--- src/sar_seq_pkg.sv ---
// Constants shared by the converter sequencer and its clock divider.
// Assumes a 250 MHz system clock and a 12-bit successive-approximation core.
`default_nettype none
package sar_seq_pkg;
  localparam int          CLK_MHZ        = 250;
  localparam int          RESULT_W       = 12;
  localparam logic [2:0]  SRC_TIMER0     = 3'h0;
  localparam logic [2:0]  SRC_TIMER1     = 3'h1;
  localparam logic [2:0]  SRC_TIMER2     = 3'h2;
  localparam logic [2:0]  SRC_RESERVED   = 3'h3;
  localparam logic [2:0]  SRC_PIN        = 3'h4;
  localparam logic [2:0]  SRC_PIN_INV    = 3'h5;
  localparam logic [2:0]  SRC_CONTINUOUS = 3'h6;
  localparam logic [2:0]  SRC_SOFTWARE   = 3'h7;
  localparam int          START_BUSY_BIT = 3;
  // Cycle counts in converter clock ticks
  localparam logic [4:0]  SE_POWERUP_CYC = 5'd11;
  localparam logic [4:0]  CONT_PWR_CYC   = 5'd8;
  localparam logic [4:0]  ACQ_CYC        = 5'd3;
  localparam logic [4:0]  CONV_CYC       = 5'd13;
  localparam logic [4:0]  CONT_PERIOD    = 5'd16;
  // Master-enable power-up, in ns, and derived system clock count
  localparam int          MASTER_PWR_NS  = 1000;
  localparam logic [8:0]  MASTER_PWR_CYC = 9'((MASTER_PWR_NS * CLK_MHZ + 999) / 1000);
  localparam logic [1:0]  DIV_RESET      = 2'h0;
  typedef enum logic [2:0] {
    ST_OFF, ST_WAKE, ST_IDLE, ST_POWERUP, ST_TRACK, ST_CONVERT
  } seq_state_t;
endpackage : sar_seq_pkg
`default_nettype wire

--- src/conv_clk_gen.sv ---
// Converter clock-enable generator: divides the system clock by 2,4,8,16.
// Assumes the divider select comes from logic on the same clock.
`default_nettype none
module conv_clk_gen (
  input  wire logic       clk,
  input  wire logic       sys_rst,
  input  wire logic [1:0] conv_clk_divider,
  output logic            conv_clk
);
  import sar_seq_pkg::*;
  logic [3:0] cnt_q;
  wire  [3:0] limit = 4'((5'h2 << conv_clk_divider) - 5'h1);

  always_ff @(posedge clk or posedge sys_rst) begin
    if (sys_rst) begin
      cnt_q <= 4'h0;
    end else if (cnt_q >= limit) begin
      cnt_q <= 4'h0;
    end else begin
      cnt_q <= cnt_q + 4'h1;
    end
  end

  // One-cycle tick per converter clock period
  assign conv_clk = (cnt_q >= limit);
endmodule : conv_clk_gen
`default_nettype wire

--- src/sar_adc_conversion_sequencer.sv ---
// Conversion sequencer for a 12-bit successive-approximation converter.
// Assumes control bits come from processor registers on clk; pin is asynchronous.
// Behaviour
// - Converter clock divided by two-bit field.
// - Converter clock times track, hold, SAR steps.
// - Auto shutdown at ready, else back to acquire.
// - Power-up interval after auto shutdown.
// - Master enable clear: powered down, triggers ignored.
// - One microsecond power-up after master enable.
// - Result and flags kept through power-down.
// - Three-bit field selects trigger source.
// - Selected timer output drives trigger.
// - Inverted pin source complements pin level.
// - Continuous code starts, repeats every 16.
// - Software start bit, always single-edge.
// - Dual-edge: rise tracks, fall holds/converts.
// - Power-up delay only when auto-shut-down; the code also delays the first start after master enable, except in dual-edge mode.
// - Conversion takes 13 converter clocks.
// - Dual-edge inverted pin: fall tracks, rise converts.
// - Single-edge self-timed power-up and acquisition.
// - Hold after 11 cycles, or immediately.
// - Single-edge inverted pin: rising edge starts.
// - Continuous: 8 power-up, 3 track, convert.
// - Already on: acquire until edge, then convert.
// - Result stored, ready flag set on completion.
// - Interrupt only when interrupt enable set.
`default_nettype none
module sar_adc_conversion_sequencer (
  input  wire logic                          clk,
  input  wire logic                          sys_rst,
  input  wire logic [1:0]                    conv_clk_divider,
  input  wire logic                          converter_master_en,
  input  wire logic                          auto_shutdown_en,
  input  wire logic                          dual_edge_en,
  input  wire logic [2:0]                    trigger_source_sel,
  input  wire logic                          start_busy_wr,
  input  wire logic                          conv_ready_irq_en,
  input  wire logic                          conv_ready_clr,
  input  wire logic [2:0]                    timer_out,
  input  wire logic                          ext_trigger_pin,
  input  wire logic                          comparator_out,
  output logic                               start_busy_bit,
  output logic                               conv_ready_flag,
  output logic                               conv_ready_irq,
  output logic [sar_seq_pkg::RESULT_W-1:0]   conv_result_reg,
  output logic                               analog_power_on,
  output logic                               track_hold_track,
  output logic [sar_seq_pkg::RESULT_W-1:0]   dac_code
);
  import sar_seq_pkg::*;

  logic                conv_clk;
  seq_state_t          state_q, state_d;
  logic [4:0]          cnt_q, cnt_d;
  logic [4:0]          period_q;
  logic [8:0]          wake_q;
  logic                shut_q, shut_d;
  logic                cont_run_q;
  logic [2:0]          src_q;
  logic [3:0]          s1_q, s2_q;
  logic                trig_q;
  logic                sw_pend_q;
  logic [RESULT_W-1:0] sar_q, trial_q, res_q;
  logic                rdy_q;
  logic                bit_cmp;

  conv_clk_gen u_div (
    .clk              (clk),
    .sys_rst          (sys_rst),
    .conv_clk_divider (conv_clk_divider),
    .conv_clk         (conv_clk)
  );

  // Two-flop synchronisers for pin and timers
  always_ff @(posedge clk or posedge sys_rst) begin
    if (sys_rst) begin
      s1_q <= 4'h0;
      s2_q <= 4'h0;
    end else begin
      s1_q <= {ext_trigger_pin, timer_out};
      s2_q <= s1_q;
    end
  end

  wire pin_lvl  = (trigger_source_sel == SRC_PIN_INV) ? ~s2_q[3] : s2_q[3];
  wire trig_lvl = (trigger_source_sel == SRC_TIMER0) ? s2_q[0] :
                  (trigger_source_sel == SRC_TIMER1) ? s2_q[1] :
                  (trigger_source_sel == SRC_TIMER2) ? s2_q[2] :
                  (trigger_source_sel == SRC_PIN ||
                   trigger_source_sel == SRC_PIN_INV) ? pin_lvl : 1'b0;
  wire rise_now = trig_lvl & ~trig_q;
  wire fall_now = ~trig_lvl & trig_q;

  // Hardware sources: events held until the next converter clock tick
  logic rise_p_q, fall_p_q;
  wire  hw_src   = ~trigger_source_sel[2] | ~trigger_source_sel[1];
  wire  dual     = dual_edge_en & hw_src;
  // Single-edge: plain sources start on a falling edge, the inverted pin on a rising one
  wire  se_start = fall_p_q;
  wire  cont_sel = (trigger_source_sel == SRC_CONTINUOUS);
  wire  cont_new = (trigger_source_sel == SRC_CONTINUOUS) && (src_q != SRC_CONTINUOUS);
  wire  sw_start = (trigger_source_sel == SRC_SOFTWARE) && sw_pend_q;
  wire  hw_start = hw_src && (trigger_source_sel != SRC_RESERVED) &&
                   (dual ? rise_p_q : se_start);
  wire  start    = hw_start | sw_start | cont_run_q;
  wire  en_ok    = converter_master_en && (wake_q == MASTER_PWR_CYC);

  always_ff @(posedge clk or posedge sys_rst) begin
    if (sys_rst) begin
      trig_q    <= 1'b0;
      rise_p_q  <= 1'b0;
      fall_p_q  <= 1'b0;
      src_q     <= SRC_RESERVED;
      sw_pend_q <= 1'b0;
      wake_q    <= 9'h0;
    end else begin
      trig_q    <= trig_lvl;
      rise_p_q  <= rise_now | (rise_p_q & ~conv_clk);
      fall_p_q  <= fall_now | (fall_p_q & ~conv_clk);
      src_q     <= trigger_source_sel;
      sw_pend_q <= start_busy_wr | (sw_pend_q & ~(conv_clk & state_q != ST_CONVERT));
      if (!converter_master_en) begin
        wake_q <= 9'h0;
      end else if (wake_q != MASTER_PWR_CYC) begin
        wake_q <= wake_q + 9'h1;
      end
    end
  end

  // Continuous mode: armed on write of the code, then paced every 16 ticks
  always_ff @(posedge clk or posedge sys_rst) begin
    if (sys_rst) begin
      cont_run_q <= 1'b0;
      period_q   <= 5'h0;
    end else if (trigger_source_sel != SRC_CONTINUOUS || !en_ok) begin
      cont_run_q <= 1'b0;
      period_q   <= 5'h0;
    end else if (cont_new) begin
      cont_run_q <= 1'b1;
      period_q   <= 5'h0;
    end else if (conv_clk) begin
      if (cont_run_q && state_q == ST_IDLE) begin
        // Start taken now: pace the next one 16 ticks from here
        cont_run_q <= 1'b0;
        period_q   <= 5'h1;
      end else if (period_q != 5'h0) begin
        period_q   <= (period_q == CONT_PERIOD - 5'h1) ? 5'h0 : period_q + 5'h1;
        cont_run_q <= (period_q == CONT_PERIOD - 5'h1);
      end
    end
  end

  assign bit_cmp = comparator_out;

  // Sequencer, stepped on converter clock ticks
  always_comb begin
    state_d = state_q;
    cnt_d   = cnt_q;
    shut_d  = shut_q;
    case (state_q)
      ST_OFF: begin
        if (converter_master_en) state_d = ST_WAKE;
      end
      ST_WAKE: begin
        if (en_ok) state_d = ST_IDLE;
      end
      ST_IDLE: begin
        if (start) begin
          cnt_d = 5'h0;
          if (dual) state_d = ST_TRACK;
          else if (shut_q) state_d = ST_POWERUP;
          else state_d = ST_CONVERT;
        end
      end
      ST_POWERUP: begin
        cnt_d  = cnt_q + 5'h1;
        if (cont_sel && cnt_q == CONT_PWR_CYC - 5'h1) begin
          cnt_d   = 5'h0;
          shut_d  = 1'b0;
          state_d = ST_TRACK;
        end else if (!cont_sel && cnt_q == SE_POWERUP_CYC - 5'h1) begin
          cnt_d   = 5'h0;
          shut_d  = 1'b0;
          state_d = ST_CONVERT;
        end
      end
      ST_TRACK: begin
        shut_d = 1'b0;
        cnt_d  = cnt_q + 5'h1;
        if (dual) begin
          if (rise_p_q == 1'b0 && fall_p_q) begin
            cnt_d   = 5'h0;
            state_d = ST_CONVERT;
          end
        end else if (cnt_q == ACQ_CYC - 5'h1) begin
          cnt_d   = 5'h0;
          state_d = ST_CONVERT;
        end
      end
      ST_CONVERT: begin
        cnt_d = cnt_q + 5'h1;
        if (cnt_q == CONV_CYC - 5'h1) begin
          cnt_d   = 5'h0;
          shut_d  = auto_shutdown_en;
          state_d = ST_IDLE;
        end
      end
      default: state_d = ST_OFF;
    endcase
    if (!converter_master_en) begin
      state_d = ST_OFF;
      shut_d  = 1'b1;
    end
  end

  wire step    = conv_clk | ~converter_master_en;
  wire conv_on = (state_q == ST_CONVERT);
  wire done    = step && conv_on && (cnt_q == CONV_CYC - 5'h1) && converter_master_en;

  always_ff @(posedge clk or posedge sys_rst) begin
    if (sys_rst) begin
      state_q <= ST_OFF;
      cnt_q   <= 5'h0;
      shut_q  <= 1'b1;
    end else if (step) begin
      state_q <= state_d;
      cnt_q   <= cnt_d;
      shut_q  <= shut_d;
    end
  end

  // Successive approximation, one bit per converter clock, MSB first
  always_ff @(posedge clk or posedge sys_rst) begin
    if (sys_rst) begin
      sar_q   <= '0;
      trial_q <= '0;
    end else if (conv_clk) begin
      if (state_d == ST_CONVERT && !conv_on) begin
        sar_q   <= '0;
        trial_q <= {1'b1, {(RESULT_W-1){1'b0}}};
      end else if (conv_on && trial_q != '0) begin
        sar_q   <= bit_cmp ? (sar_q | trial_q) : sar_q;
        trial_q <= trial_q >> 1;
      end
    end
  end

  // Result and ready flag are never cleared by power-down
  always_ff @(posedge clk or posedge sys_rst) begin
    if (sys_rst) begin
      res_q <= '0;
      rdy_q <= 1'b0;
    end else begin
      if (done) res_q <= sar_q;
      rdy_q <= done | (rdy_q & ~conv_ready_clr);
    end
  end

  assign conv_result_reg  = res_q;
  assign conv_ready_flag  = rdy_q;
  assign conv_ready_irq   = rdy_q & conv_ready_irq_en;
  assign start_busy_bit   = (state_q == ST_POWERUP) || (state_q == ST_TRACK) || conv_on ||
                            sw_pend_q;
  assign analog_power_on  = converter_master_en && !(shut_q && state_q == ST_IDLE);
  assign track_hold_track = !conv_on;
  assign dac_code         = sar_q | trial_q;
endmodule : sar_adc_conversion_sequencer
`default_nettype wire

--- config.mk ---
export PLATFORM = sky130hd
export DESIGN_NAME = sar_adc_conversion_sequencer
export DESIGN_NICKNAME = d
export VERILOG_FILES = /design/src/sar_seq_pkg.sv /design/src/conv_clk_gen.sv /design/src/sar_adc_conversion_sequencer.sv
export SDC_FILE = /design/constraint.sdc
export NUM_CORES = 1
export LEC_CHECK = 0
export ABC_AREA = 1
export BUFFER_PORTS_ARGS = -buffer_cell sky130_fd_sc_hd__buf_2
export CAP_MARGIN = 20
export CORE_UTILIZATION = 35
export DETAILED_ROUTE_END_ITERATION = 7
export PLACE_DENSITY = 0.52
export SYNTH_ARGS = -nofsm -noshare
export SYNTH_HDL_FRONTEND = slang
export SYNTH_SLANG_ARGS = --single-unit
--- constraint.sdc ---
create_clock -name clk -period 3.3 [get_ports clk]
set_input_delay 0.495 -clock clk [delete_from_list [all_inputs] [get_ports clk]]
set_output_delay 0.495 -clock clk [all_outputs]
set_load 0.01 [all_outputs]
==> metrics.txt <==
CTS Sinks 80; max-cap check violation count 0; top cells by count, synth nand2_1, dfrtp_1, inv_1; Resized cells post-CTS 0; initial antenna violation count 0; ranking of synthesized cells by area dfrtp_1, nand2_1, inv_1; drt pass-1 iters 4; area share of the largest cell type after synthesis 47.5%; Critical Path Source Type flip-flop; total global-route track usage 15.9%; DRT antenna net count 0; syn_area_per_cell 8.74 um2; Setup crit end kind flip-flop; Die H between 100 and 150 um; number of top-level pins 47; Slew headroom 51.1%; cell area after synthesis 4060 um2; gr ovfl total 0; Core Region between 10000 and 15000 um2; worst setup margin 1110 ps; Layout area overhead 16.4%; cell family contributing the most delay on the critical path simple AND/OR/NAND/NOR gates; Fin Setup TNS 0 ps; RSZ-0062 raised after global routing no; Min Clock Period, post-route ~2200 ps; largest net degree at the start of global routing 42; Iter 0 DRT Violations ~150; EDFF count, synth 0; synthesized instance count about 460; fmax 0.457 GHz; final setup skew 5.36 ps; Post-CTS Hold Buffers 0; vias in the first global route 2987; WP data required 3520 ps; flops & latches, synth 80; DRC Markers 0; Clock Latency Late Sink 330 ps; DIE AREA 12000 um2; fin crit share between 60 and 70%; via count around 3200; status completed; ys async rst share 100%; most frequent cell after synthesis nand2_1; CP max FO 13; crit path kind flip-flop to flip-flop; final max-slew violation count 0; critical path arrival 2410 ps; worst-margin pin slew 730 ps; Final Hold Viols 0; clock root buffer clkbuf_16; TritonCTS buffer count 9; Detailed Place HPWL approximately 6200 um; worst path cell trace nand2_4 -> nor2_8 -> nand2_2 -> nand2_1 -> a21oi_1 -> a21oi_2 -> nand3_2 -> o21ai_2 -> nand2_4 -> nand2_1 -> nand2_1; CTS HTree Levels 3; Ant. Diodes 0; maximum vdd drop about 0.34 mV; CTS max path bufs 2; cell at the slowest stage of the critical path dfrtp_1; Post-CTS Setup Bufs 0; layout cells sized above 1 22.0%; endpoints failing setup 0; Top FF cell, synth dfrtp_1; post-synth top area cell dfrtp_1; routed wire length 8500 um; Total Nets Final 544; crit-path most repeated cell nand2_1; CTS tree done; library cells used by synthesis 42; Cell Pwr Density 547 nW/um2; Initial Utilization 36.6%; DIE WIDTH ~110 um; first-pass GRT wire length 14500 um; CP max stage delay 640 ps; Cell Rows 38; Critical path buffers and inverters 0; HP Class input port to asynchronous set/reset pin; Routed wire per std cell 12.9 um; Synthesized Nets around 500; port bufs 46; drt via density 4.80; P_leak approximately 2.6 nW; Yosys warnings 0; register area share after synthesis 49.5%; Clock transition at path regs 60 ps; Place WS 956 ps; gpl congestion between 0.8 and 0.9
-- path summary, 6_finish.rpt --
kind / slack (ps) / cells past startpoint / to / startpoint
worst max-delay path: 1110 / 11 / sar_q[9]$_DFFE_PP0P_ / state_q[2]$_DFFE_PP0N_
min in group clk: 260 / 1 / s1_q[3]$_DFF_PP0_ / ext_trigger_pin
max in group asynchronous: 2320 / 3 / src_q[0]$_DFF_PP1_ / sys_rst
worst min register to register: 350 / 0 / s2_q[1]$_DFF_PP0_ / s1_q[1]$_DFF_PP0_
worst min-delay path: 260 / 2 / wake_q[6]$_DFFE_PP0N_ / sys_rst
worst max register to register: 1110 / 11 / sar_q[9]$_DFFE_PP0P_ / state_q[2]$_DFFE_PP0N_
-- cells in the final DEF (no fill, tap or decap), types with 12 or more instances in the layout --
master,count
ha_1,13
nor2_1,50
o21ai_0,18
a21oi_1,12
nand2_2,15
dfrtp_1,77
nand3_1,31
inv_1,53
nand2_1,107
buf_2,46
-- cell families (layout without fill, tap and decap cells) --
logic type / Yosys count / in the layout / share of synthesized area, %
mux: 12 / 12 / 3.33
simple gates: 241 / 241 / 28.3
flops: 80 / 80 / 49.5
fa+ha+maj: 13 / 13 / 4.01
compound gates: 47 / 47 / 6.82
buf+inv: 68 / 122 / 7.40
xor+xnor: 3 / 3 / 0.648
-- metal layers --
layer,wire [um],part of all wire [%],GRT usage (%)
met1,4160,49,21.8
met2,3840,45,24.3
met3,367,4.3,3.79
met4,136,1.6,6.29
met5,0,0,0
-- through the flow --
stage	util (%)	cells	hold WS [ps]	power (mW)	instance area, um2
floorplan	-	464	331	1.43	4060
global placement	39.8	642	332	1.55	4410
detailed placement	39.8	642	336	1.55	4410
CTS	42.6	658	246	2.63	4720
global route	42.6	658	244	2.71	4720
finish	42.6	658	258	2.58	4720
-- worst register-to-register path, stage by stage, from the launching register on --
cell	delay [ps]
dfrtp_1	640
nand2_4	130
nor2_8	160
nand2_2	100
nand2_1	70
a21oi_1	60
a21oi_2	140
nand3_2	90
o21ai_2	280
nand2_4	230
nand2_1	110
nand2_1	60
-- final cells by class --
type | count | area (um2)
clock buffers | 11 | 233
clock inverters | 5 | 81.3
fillers | 1112 | 6360
inverters | 58 | 219
multi-input cells | 316 | 1750
flip-flops and latches | 80 | 2010
well taps | 140 | 175
repair buffers | 48 | 258
-- where the power goes --
part           leakage, nW  internal, mW  switching, mW
Combinational         1.39         0.132          0.287
Clock                0.150         0.663          0.391
Sequential            1.06          1.05         0.0560
Total                 2.59          1.85          0.734
Note: power is estimated with default switching activity, not from simulation.
